===== config.mk =====
export PLATFORM = sky130hd
export DESIGN_NAME = ext_mem_bus
export DESIGN_NICKNAME = d
export VERILOG_FILES = /design/src/hdl/ext_mem_pkg.sv /design/src/hdl/sync_if.sv /design/src/hdl/ext_mem_bus.sv /design/src/hdl/wait_sync.sv
export SDC_FILE = /design/constraint.sdc
export NUM_CORES = 1
export LEC_CHECK = 0
export BUFFER_PORTS_ARGS = -buffer_cell sky130_fd_sc_hd__buf_2
export CAP_MARGIN = 5
export CORE_ASPECT_RATIO = 1.5
export CORE_MARGIN = 10
export CORE_UTILIZATION = 50
export CTS_CLUSTER_DIAMETER = 60
export DETAILED_ROUTE_END_ITERATION = 12
export PLACE_DENSITY = 0.76
export SYNTH_ARGS = -nofsm -noshare
export SYNTH_HDL_FRONTEND = slang
export SYNTH_HIERARCHICAL = 1
export SYNTH_SLANG_ARGS = --single-unit

===== constraint.sdc =====
create_clock -name I_CLOCK -period 4.71 [get_ports I_CLOCK]
set_clock_uncertainty 0.05 [all_clocks]
set_input_delay 0.471 -clock I_CLOCK [delete_from_list [all_inputs] [get_ports I_CLOCK]]
set_output_delay 0.471 -clock I_CLOCK [all_outputs]
set_load 0.05 [all_outputs]

===== src/hdl/ext_mem_pkg.sv =====
// Shared constants and types of the external memory bus interface
`default_nettype none
package ext_mem_pkg;
  // ------------------------------------------------------------
  // Bus widths
  // ------------------------------------------------------------
  localparam int ADDR_W = 22;
  localparam int INT_ADDR_W = 23;
  localparam int DATA_W = 32;
  localparam int LANES = 4;
  localparam int AP_BIT = 10;

  // ------------------------------------------------------------
  // Request kinds, bus widths and address split
  // ------------------------------------------------------------
  localparam logic [1:0] KIND_STATIC = 2'h0;
  localparam logic [1:0] KIND_IO = 2'h1;
  localparam logic [1:0] KIND_DRAM = 2'h2;
  localparam logic [1:0] WIDTH_8 = 2'h1;
  localparam logic [1:0] WIDTH_16 = 2'h2;
  localparam logic [1:0] WIDTH_32 = 2'h3;
  localparam logic [3:0] COL_BITS_MIN = 4'h8;
  localparam logic [2:0] WAIT_BANK = 3'h5;
  localparam int IO_BANK_BYTES = 16384;

  // ------------------------------------------------------------
  // Cycle counts and reset values
  // ------------------------------------------------------------
  localparam logic [3:0] DRAM_ROW_CYCLES = 4'h1;
  localparam logic [3:0] SDRAM_CAS_LATENCY = 4'h2;
  localparam logic [3:0] STROBES_IDLE = 4'hF;
  localparam logic CKE_RESET = 1'b0;
  localparam logic WAIT_N_RESET = 1'b1;

  // ------------------------------------------------------------
  // Access state machine
  // ------------------------------------------------------------
  typedef enum logic [3:0] {
    S_IDLE = 4'h0,
    S_WAKE = 4'h1,
    S_DRAM_ROW = 4'h2,
    S_DRAM_COL = 4'h3,
    S_SD_ACT = 4'h4,
    S_SD_CMD = 4'h5,
    S_SD_LAT = 4'h6,
    S_SD_PRE = 4'h7,
    S_STATIC = 4'h8,
    S_STRETCH = 4'h9,
    S_DONE = 4'hA
  } state_type;
endpackage : ext_mem_pkg
`default_nettype wire


===== src/hdl/sync_if.sv =====
// Carrier between the wait synchroniser and the access engine
`default_nettype none
interface sync_if;
  logic wait_n;
  modport src (output wait_n);
  modport dst (input wait_n);
endinterface : sync_if
`default_nettype wire


===== src/hdl/ext_mem_bus.sv =====
// External memory bus engine: static, I/O, DRAM and SDRAM access sequencing
// What this block does
// - Drive a 22-bit word address covering 4M words per bank.
// - Split a 23-bit internal address into DRAM row and column.
// - Column bit count, one setting shared by all DRAM banks, selectable from 8 to 11.
// - Raise address bit 10 with SDRAM read/write when auto precharge wanted.
// - Data bus serves 8, 16 and 32 bit devices.
// - Four active-low row strobes, doubling as SDRAM bank selects.
// - Column strobes mark selected byte lanes during DRAM access.
// - SDRAM row address presented with SDRAM row strobe low.
// - SDRAM column address presented with SDRAM column strobe low.
// - Dropping clock enable freezes SDRAM from next cycle, for power down.
// - Clock enable raised at least one cycle before any SDRAM command.
// - DRAM writes use own write enable; static banks use byte enables.
// - Four I/O banks of 16 KB, one select asserted per access.
// - Wait input from I/O or static bank 5 stretches the access.
// - SDRAM clock out runs in phase with the system clock.
`default_nettype none
module ext_mem_bus (
  // Clock and reset
  input wire logic I_CLOCK,
  input wire logic I_RESET_N,
  // Static configuration
  input wire logic I_SDRAM_MODE,
  input wire logic [1:0] I_DRAM_BANK_CONFIG,
  input wire logic I_SDRAM_POWER_DOWN,
  // Access request
  input wire logic I_REQ_VALID,
  input wire logic I_REQ_WRITE,
  input wire logic [1:0] I_REQ_KIND,
  input wire logic [2:0] I_REQ_BANK,
  input wire logic [22:0] I_REQ_ADDRESS,
  input wire logic [3:0] I_REQ_BYTE_EN,
  input wire logic [1:0] I_REQ_WIDTH,
  input wire logic [31:0] I_REQ_WDATA,
  input wire logic [2:0] I_REQ_WAIT_CYCLES,
  input wire logic I_REQ_AUTO_PRECHARGE,
  output logic O_REQ_READY,
  // Access answer
  output logic O_ACK,
  output logic [31:0] O_RD_DATA,
  // External memory pins
  output logic [21:0] O_MEM_ADDRESS,
  output logic [31:0] O_EXT_DATA_BUS_OUT,
  output logic O_EXT_DATA_BUS_OE,
  input wire logic [31:0] I_EXT_DATA_BUS_IN,
  output logic [3:0] O_DRAM_ROW_STROBE_N,
  output logic [3:0] O_DRAM_COL_STROBE_N,
  output logic O_DRAM_WRITE_ENABLE_N,
  output logic [3:0] O_BYTE_WRITE_ENABLE_N,
  output logic O_OUTPUT_ENABLE_N,
  output logic [3:0] O_IO_BANK_SELECT_N,
  input wire logic I_EXT_WAIT_N,
  output logic O_SDRAM_CLOCK_OUT
);
  // ------------------------------------------------------------
  // State record
  // ------------------------------------------------------------
  typedef struct packed {
    ext_mem_pkg::state_type st;
    logic [3:0] cnt;
    logic [1:0] kind;
    logic [2:0] bank;
    logic write;
    logic [3:0] lanes;
    logic [1:0] width;
    logic [2:0] cycles;
    logic ap;
    logic waitable;
    logic [21:0] row;
    logic [21:0] col;
    logic [21:0] addr;
    logic [31:0] wdata;
    logic data_oe;
    logic [3:0] row_n;
    logic [3:0] col_n;
    logic sd_ras_n;
    logic sd_cas_n;
    logic cke;
    logic dwe_n;
    logic [3:0] wbe_n;
    logic oe_n;
    logic [3:0] ecs_n;
    logic [31:0] rdata;
    logic ack;
  } eng_state_type;

  eng_state_type eng_reg;
  eng_state_type eng_next;
  sync_if wait_link ();

  logic accept;
  logic [3:0] col_shift;
  logic [22:0] col_mask;
  logic [3:0] lane_sel;
  logic [31:0] rd_masked;

  // ------------------------------------------------------------
  // Wait pin synchroniser
  // ------------------------------------------------------------
  wait_sync wait_sync_inst (
    .i_clock (I_CLOCK),
    .i_reset_n (I_RESET_N),
    .i_async_n (I_EXT_WAIT_N),
    .o_sync (wait_link.src)
  );

  // Request decode: column split and lane selection
  always_comb begin
    col_shift = ext_mem_pkg::COL_BITS_MIN + {2'h0, I_DRAM_BANK_CONFIG};
    col_mask = ~(23'h7FFFFF << col_shift);
    case (I_REQ_WIDTH)
      ext_mem_pkg::WIDTH_8: lane_sel = I_REQ_BYTE_EN & 4'h1;
      ext_mem_pkg::WIDTH_16: lane_sel = I_REQ_BYTE_EN & 4'h3;
      default: lane_sel = I_REQ_BYTE_EN;
    endcase
  end

  // Narrow devices return data on the low lanes only
  always_comb begin
    case (eng_reg.width)
      ext_mem_pkg::WIDTH_8: rd_masked = {24'h000000, I_EXT_DATA_BUS_IN[7:0]};
      ext_mem_pkg::WIDTH_16: rd_masked = {16'h0000, I_EXT_DATA_BUS_IN[15:0]};
      default: rd_masked = I_EXT_DATA_BUS_IN;
    endcase
  end

  assign accept = I_REQ_VALID && (eng_reg.st == ext_mem_pkg::S_IDLE);

  // ------------------------------------------------------------
  // Transitions, then pin values for the state being entered
  // ------------------------------------------------------------
  always_comb begin
    eng_next = eng_reg;
    case (eng_reg.st)
      ext_mem_pkg::S_IDLE: begin
        if (accept) begin
          eng_next.kind = I_REQ_KIND;
          eng_next.bank = I_REQ_BANK;
          eng_next.write = I_REQ_WRITE;
          eng_next.lanes = lane_sel;
          eng_next.width = I_REQ_WIDTH;
          eng_next.cycles = I_REQ_WAIT_CYCLES;
          eng_next.ap = I_REQ_AUTO_PRECHARGE;
          eng_next.wdata = I_REQ_WDATA;
          eng_next.waitable = (I_REQ_KIND == ext_mem_pkg::KIND_IO) ||
            ((I_REQ_KIND != ext_mem_pkg::KIND_DRAM) && (I_REQ_BANK == ext_mem_pkg::WAIT_BANK));
          eng_next.row = 22'(I_REQ_ADDRESS >> col_shift);
          eng_next.col = 22'(I_REQ_ADDRESS & col_mask);
          eng_next.addr = I_REQ_ADDRESS[21:0];
          if (I_REQ_KIND == ext_mem_pkg::KIND_DRAM) begin
            if (!I_SDRAM_MODE) begin
              eng_next.st = ext_mem_pkg::S_DRAM_ROW;
              eng_next.cnt = ext_mem_pkg::DRAM_ROW_CYCLES - 4'h1;
            end else if (eng_reg.cke) begin
              eng_next.st = ext_mem_pkg::S_SD_ACT;
            end else begin
              eng_next.st = ext_mem_pkg::S_WAKE;
            end
          end else begin
            eng_next.st = ext_mem_pkg::S_STATIC;
            eng_next.cnt = {1'b0, I_REQ_WAIT_CYCLES};
          end
        end
      end
      ext_mem_pkg::S_WAKE: eng_next.st = ext_mem_pkg::S_SD_ACT;
      ext_mem_pkg::S_DRAM_ROW: begin
        if (eng_reg.cnt == 4'h0) begin
          eng_next.st = ext_mem_pkg::S_DRAM_COL;
          eng_next.cnt = {1'b0, eng_reg.cycles};
        end else begin
          eng_next.cnt = eng_reg.cnt - 4'h1;
        end
      end
      ext_mem_pkg::S_DRAM_COL: begin
        if (eng_reg.cnt == 4'h0) begin
          eng_next.st = ext_mem_pkg::S_DONE;
          if (!eng_reg.write) begin
            eng_next.rdata = rd_masked;
          end
        end else begin
          eng_next.cnt = eng_reg.cnt - 4'h1;
        end
      end
      ext_mem_pkg::S_SD_ACT: eng_next.st = ext_mem_pkg::S_SD_CMD;
      ext_mem_pkg::S_SD_CMD: begin
        eng_next.st = ext_mem_pkg::S_SD_LAT;
        eng_next.cnt = eng_reg.write ? 4'h0 : ext_mem_pkg::SDRAM_CAS_LATENCY - 4'h1;
      end
      ext_mem_pkg::S_SD_LAT: begin
        if (eng_reg.cnt == 4'h0) begin
          eng_next.st = eng_reg.ap ? ext_mem_pkg::S_DONE : ext_mem_pkg::S_SD_PRE;
          if (!eng_reg.write) begin
            eng_next.rdata = rd_masked;
          end
        end else begin
          eng_next.cnt = eng_reg.cnt - 4'h1;
        end
      end
      ext_mem_pkg::S_SD_PRE: eng_next.st = ext_mem_pkg::S_DONE;
      ext_mem_pkg::S_STATIC, ext_mem_pkg::S_STRETCH: begin
        // Wait is only honoured after the programmed count has run out
        if ((eng_reg.st == ext_mem_pkg::S_STATIC) && (eng_reg.cnt != 4'h0)) begin
          eng_next.cnt = eng_reg.cnt - 4'h1;
        end else if (eng_reg.waitable && !wait_link.wait_n) begin
          eng_next.st = ext_mem_pkg::S_STRETCH;
        end else begin
          eng_next.st = ext_mem_pkg::S_DONE;
          if (!eng_reg.write) begin
            eng_next.rdata = rd_masked;
          end
        end
      end
      ext_mem_pkg::S_DONE: eng_next.st = ext_mem_pkg::S_IDLE;
      default: eng_next.st = ext_mem_pkg::S_IDLE;
    endcase

    // Every strobe and enable starts idle, clock enable high, and is pulled active by the entered state only; address and write data keep their value
    eng_next.ack = (eng_next.st == ext_mem_pkg::S_DONE);
    eng_next.data_oe = 1'b0;
    eng_next.row_n = ext_mem_pkg::STROBES_IDLE;
    eng_next.col_n = ext_mem_pkg::STROBES_IDLE;
    eng_next.sd_ras_n = 1'b1;
    eng_next.sd_cas_n = 1'b1;
    eng_next.dwe_n = 1'b1;
    eng_next.wbe_n = ext_mem_pkg::STROBES_IDLE;
    eng_next.oe_n = 1'b1;
    eng_next.ecs_n = ext_mem_pkg::STROBES_IDLE;
    eng_next.cke = 1'b1;
    case (eng_next.st)
      ext_mem_pkg::S_IDLE, ext_mem_pkg::S_DONE: begin
        eng_next.cke = !I_SDRAM_POWER_DOWN;
      end
      ext_mem_pkg::S_DRAM_ROW: begin
        eng_next.addr = eng_next.row;
        eng_next.row_n[eng_next.bank[1:0]] = 1'b0;
        eng_next.data_oe = eng_next.write;
      end
      ext_mem_pkg::S_DRAM_COL: begin
        eng_next.addr = eng_next.col;
        eng_next.row_n[eng_next.bank[1:0]] = 1'b0;
        eng_next.col_n = ~eng_next.lanes;
        eng_next.dwe_n = !eng_next.write;
        eng_next.oe_n = eng_next.write;
        eng_next.data_oe = eng_next.write;
      end
      ext_mem_pkg::S_SD_ACT: begin
        eng_next.addr = eng_next.row;
        eng_next.row_n[eng_next.bank[1:0]] = 1'b0;
        eng_next.sd_ras_n = 1'b0;
      end
      ext_mem_pkg::S_SD_CMD: begin
        eng_next.addr = eng_next.col;
        eng_next.addr[ext_mem_pkg::AP_BIT] = eng_next.ap;
        eng_next.row_n[eng_next.bank[1:0]] = 1'b0;
        eng_next.sd_cas_n = 1'b0;
        eng_next.dwe_n = !eng_next.write;
        eng_next.wbe_n = ~eng_next.lanes; // Byte mask during SDRAM data
        eng_next.data_oe = eng_next.write;
      end
      ext_mem_pkg::S_SD_LAT: begin
        eng_next.wbe_n = ~eng_next.lanes;
        eng_next.oe_n = eng_next.write;
      end
      ext_mem_pkg::S_SD_PRE: begin
        eng_next.addr[ext_mem_pkg::AP_BIT] = 1'b1; // Close every bank
        eng_next.row_n[eng_next.bank[1:0]] = 1'b0;
        eng_next.sd_ras_n = 1'b0;
        eng_next.dwe_n = 1'b0;
      end
      ext_mem_pkg::S_STATIC, ext_mem_pkg::S_STRETCH: begin
        if (eng_next.write) begin
          eng_next.wbe_n = ~eng_next.lanes;
        end
        eng_next.oe_n = eng_next.write;
        eng_next.data_oe = eng_next.write;
        if (eng_next.kind == ext_mem_pkg::KIND_IO) begin
          eng_next.ecs_n[eng_next.bank[1:0]] = 1'b0;
        end
      end
      default: eng_next.cke = 1'b1; // Wake holds clock enable high
    endcase
  end

  // State register
  always_ff @(posedge I_CLOCK or negedge I_RESET_N) begin
    if (!I_RESET_N) begin
      eng_reg <= '0;
      eng_reg.st <= ext_mem_pkg::S_IDLE;
      eng_reg.row_n <= ext_mem_pkg::STROBES_IDLE;
      eng_reg.col_n <= ext_mem_pkg::STROBES_IDLE;
      eng_reg.sd_ras_n <= 1'b1;
      eng_reg.sd_cas_n <= 1'b1;
      eng_reg.dwe_n <= 1'b1;
      eng_reg.wbe_n <= ext_mem_pkg::STROBES_IDLE;
      eng_reg.oe_n <= 1'b1;
      eng_reg.ecs_n <= ext_mem_pkg::STROBES_IDLE;
      eng_reg.cke <= ext_mem_pkg::CKE_RESET;
    end else begin
      eng_reg <= eng_next;
    end
  end

  // ------------------------------------------------------------
  // Pin drive
  // ------------------------------------------------------------
  // Shared column pins carry the SDRAM strobes and clock enable in SDRAM mode
  assign O_DRAM_COL_STROBE_N = I_SDRAM_MODE ?
    {1'b1, eng_reg.cke, eng_reg.sd_cas_n, eng_reg.sd_ras_n} : eng_reg.col_n;
  // Forwarded clock: no gating so the memory sees the same phase as this logic
  assign O_SDRAM_CLOCK_OUT = I_CLOCK;
  assign O_REQ_READY = (eng_reg.st == ext_mem_pkg::S_IDLE);
  assign O_ACK = eng_reg.ack;
  assign O_RD_DATA = eng_reg.rdata;
  assign O_MEM_ADDRESS = eng_reg.addr;
  assign O_EXT_DATA_BUS_OUT = eng_reg.wdata;
  assign O_EXT_DATA_BUS_OE = eng_reg.data_oe;
  assign O_DRAM_ROW_STROBE_N = eng_reg.row_n;
  assign O_DRAM_WRITE_ENABLE_N = eng_reg.dwe_n;
  assign O_BYTE_WRITE_ENABLE_N = eng_reg.wbe_n;
  assign O_OUTPUT_ENABLE_N = eng_reg.oe_n;
  assign O_IO_BANK_SELECT_N = eng_reg.ecs_n;
endmodule : ext_mem_bus
`default_nettype wire


===== src/hdl/wait_sync.sv =====
// Three-stage synchroniser with agreement filter for the external wait pin
`default_nettype none
module wait_sync (
  // Clock and reset
  input wire logic i_clock,
  input wire logic i_reset_n,
  // Raw pin
  input wire logic i_async_n,
  // Filtered level
  sync_if.src o_sync
);
  typedef struct packed {
    logic s1;
    logic s2;
    logic s3;
    logic level;
  } sync_state_type;

  sync_state_type sync_reg;
  sync_state_type sync_next;

  // Only the second stage reads the first; the level moves once s2 and s3 agree
  always_comb begin
    sync_next = sync_reg;
    sync_next.s1 = i_async_n;
    sync_next.s2 = sync_reg.s1;
    sync_next.s3 = sync_reg.s2;
    if (sync_reg.s2 == sync_reg.s3) begin
      sync_next.level = sync_reg.s3;
    end
  end

  // State register
  always_ff @(posedge i_clock or negedge i_reset_n) begin
    if (!i_reset_n) begin
      sync_reg <= '{s1: ext_mem_pkg::WAIT_N_RESET, s2: ext_mem_pkg::WAIT_N_RESET,
                    s3: ext_mem_pkg::WAIT_N_RESET, level: ext_mem_pkg::WAIT_N_RESET};
    end else begin
      sync_reg <= sync_next;
    end
  end

  assign o_sync.wait_n = sync_reg.level;
endmodule : wait_sync
`default_nettype wire


# == After elaboration in Yosys (flattened, before gate mapping) ==
# Index checks and enable logic that the tools add are counted.
# classes
magnitude_cmp,2
reduce_logical,35
eq_ne,35
n_mux,43
bitwise_logic,4
add_sub_neg,2
n_shift,2
# ops
cell,count
2-to-1 mux 32 bit,4
one-hot mux 32 bit (2 select lines),2
2-to-1 mux 123 bit,1
2-to-1 mux 115 bit,1
2-to-1 mux 4 bit,15
one-hot mux 4 bit (9 select lines),1
"equality test 4 x 3 -> 1 bit, second input constant",8
"left shift 23 x 4 -> 22 bit, first input constant",1
right shift 23 x 4 -> 22 bit,1
AND 22 bit,1
NOT 22 bit,1
one-hot mux 11 bit (2 select lines),1
"equality test 4 bit, second input constant",5
one-hot mux 10 bit (2 select lines),1
one-hot mux 4 bit (5 select lines),1
"equality test 4 x 2 -> 1 bit, second input constant",4
one-hot mux 4 bit (2 select lines),2
OR reduction 2 bit,8
nonzero test 5 bit,3
logical NOT 4 bit,3
"inequality test 2 bit, second input constant",5
OR reduction 5 bit,2
"equality test 2 x 1 -> 1 bit, second input constant",4
2-to-1 mux 8 bit,1
other kinds (27),47
# totals
regBits,182
word_cells,155
out_inout_bits,108

# == Depth between registers and ports, before layout ==
# logic_depth
depth_word,13
depth_mapped,13
mapped_depth_nobuf,10

# == Modules after synthesis ==
# The synthesis kept the hierarchy.
# modules_own_cells
module,cells_per_inst,area_per_inst_um2,n_inst
ext_mem_bus,923,8549.4,1
wait_sync,5,116.4,1

==> metrics <==
status finished clean; Die Footprint 23,100 um^2; Top Ports 219; DR WL met3 1670 um; port buffer count roughly 220; area growth from synthesis to layout 14.0%; Tcrit/Tclk final 0.705; power per cell area 870 nW/um^2; Post-CTS Setup Bufs 0; Iteration-0 DRC Markers 331; clock-pin slew on the worst setup and hold paths 0.07 ns; crit path launch type clock port; CTS tree yes; Mapped Nets between 1,000 and 1,500; Die Ht around 180 um; GRT Total Usage 0.189; Post-DRT Antenna Nets 0; post-route setup TNS 0 ns; # setup viols final 0; wire length on met2 11,400 um; Area contributors post-synth dfrtp_1 45%, nand2_1 12%, buf_4 8.8%; top-area cell type share of the netlist area 0.453; num rows 58; Post-Syn Area between 8000 and 9000 um^2; post-DP HPWL ~17,000 um; Worst-Skew Late Latency roughly 0.54 ns; WL/cell 17.6 um; initial antenna violation count 3; grt total ovfl 0; pin count of the biggest net entering global routing ~90; TritonRoute pass-1 iters 7; Ys Warns 6; count of state elements after synthesis 181; Max VDD drop around 0.54 mV; Req. time, crit path 4.19 ns; post-route cell area around 9900 um^2; worst hold path type in -> reg; Rel. slew slack 0.366; worst reg2reg setup slack ~1.4 ns; max layer used met4; max FFs per register 75; Starting Density 0.513; first-pass GRT wire length 34,700 um; Core Region 16,900 um^2; DR DRC count 0; Max Transition Viols Final 0; total number of vias roughly 6,500; unrepaired setup endpoints after global routing no; DP Area 9130 um^2; count leader, synth nand2_1; Seq/Total Area, Yosys 0.526; Placer Congestion 0.860; Mean Syn Cell Area about 9.3 um^2; clock period minus worst slack 3.32 ns; Fillers 1,514; final WL 22,100 um; Die X approximately 130 um; Cell variety after synth 58; wl on met1 8430 um; top cells by count, synth 268 x nand2_1, 157 x dfrtp_1, 102 x buf_4; Final #Nets 1,142; layout cell share with drive strength beyond 1 0.313; Post-synth EDFFs 0; maximum clock frequency 304 MHz; Setup Crit Path Kind clk -> out; Power, Total ~8.6 mW; max cap viols 0; Synth area leader dfrtp_1; post-synthesis async set-or-reset flop share 1.00; Via density around 5.2; final worst slack between 1 and 1.5 ns; Pleak 4.97 nW; CP Max Fanout 2; dpl ws 1.48 ns; dominant synthesized flop cell dfrtp_1; Worst Path Arrival 2.80 ns; Crit. End Element output pin; vias in the first global route 6,687; count of final hold-check violations 0; Cells after Synth around 930; actual slew at the worst max-slew pin 0.951 ns
[layout make-up]
type	instances	area [um^2]	area share
antenna	4	10.0	0.00101
clock buffer	21	505	0.0512
clock inverter	15	215	0.0218
inverter	15	56.3	0.00570
multi-input combinational	579	3080	0.312
sequential	181	4560	0.461
tap	210	263	0.0266
timing repair buffer	229	1190	0.120
[stage by stage]
step,hold WS (ns),utilization,cells
2_1_floorplan,0.125,-,928
3_3_place_gp,0.297,0.540,1213
3_5_place_dp,0.301,0.540,1213
4_1_cts,0.0514,0.584,1250
5_1_grt,0.0532,0.584,1251
6_report,0.0662,0.584,1254
[worst paths after layout]
kind,startpoint,cells after the start,end
worst max-delay path,I_CLOCK,3,O_SDRAM_CLOCK_OUT
worst min-delay path,I_REQ_WDATA[22],3,O_EXT_DATA_BUS_OUT[22]$_DFFE_PN0P_
worst max register to register,eng_reg[170]$_DFFE_PN0P_,11,O_MEM_ADDRESS[8]$_DFFE_PN0P_
worst min register to register,wait_sync_inst/sync_next[2]$_DFF_PN1_,0,wait_sync_inst/sync_next[1]$_DFF_PN1_
max in group asynchronous,I_RESET_N,3,O_RD_DATA[13]$_DFFE_PN0P_
min in group asynchronous,I_RESET_N,2,O_RD_DATA[5]$_DFFE_PN0P_
[cells in the final DEF, fill, tap and decap left out, types with 5 or more instances in the layout]
cell type,instances
buf_2,217
nand2b_1,9
o21ai_0,53
buf_4,10
o2bb2ai_1,8
a221oi_2,5
nand3_1,7
mux4_2,7
inv_6,5
mux2i_1,7
inv_1,15
and2_1,21
nor3_1,7
dfstp_2,24
clkbuf_16,20
dfrtp_1,157
nand2_1,268
mux2_2,14
a21oi_1,32
a31oi_1,5
nor2_1,72
[worst max-delay path, cell delays in order]
cell and delay, ns:
clkbuf_16 0.12, clkbuf_16 0.13, buf_2 0.20
[per-layer routing]
layer  up-vias  global-route usage
met5         -                   0
li1       3136                   -
met1      3096               0.209
met4         0              0.0799
met2       235               0.322
met3        40              0.0627
[logic make-up (layout without fill, tap and decap cells)]
family | count (synthesis) | after routing | synth area share
AND/OR/NAND/NOR | 408 | 408 | 0.197
other | 0 | 4 | 0
XOR/XNOR | 1 | 1 | 0.00101
flip-flops | 181 | 181 | 0.526
adder cells (fa/ha/maj) | 6 | 6 | 0.00823
multiplexers | 28 | 28 | 0.0445
buffers and inverters | 168 | 280 | 0.121
AO/OA/AOI/OAI | 136 | 136 | 0.102
[where the power goes]
| part | leakage [nW] | internal (mW) | total (mW) | switching, mW |
|---|---|---|---|---|
| registers | 2.23 | 2.20 | 2.54 | 0.339 |
| logic | 2.38 | 1.16 | 4.35 | 3.18 |
| clock network | 0.356 | 1.02 | 1.71 | 0.690 |
| total | 4.97 | 4.39 | 8.60 | 4.21 |
[what timing repair did]
| action | CTS | global route |
|---|---|---|
| endpoints found under the setup margin | 0 | 0 |
| hold buffers | 2 | 0 |
| gates resized for setup | 0 | 0 |
| hold endpoints to repair | 73 | 0 |
Note: power is estimated with default switching activity, not from simulation.
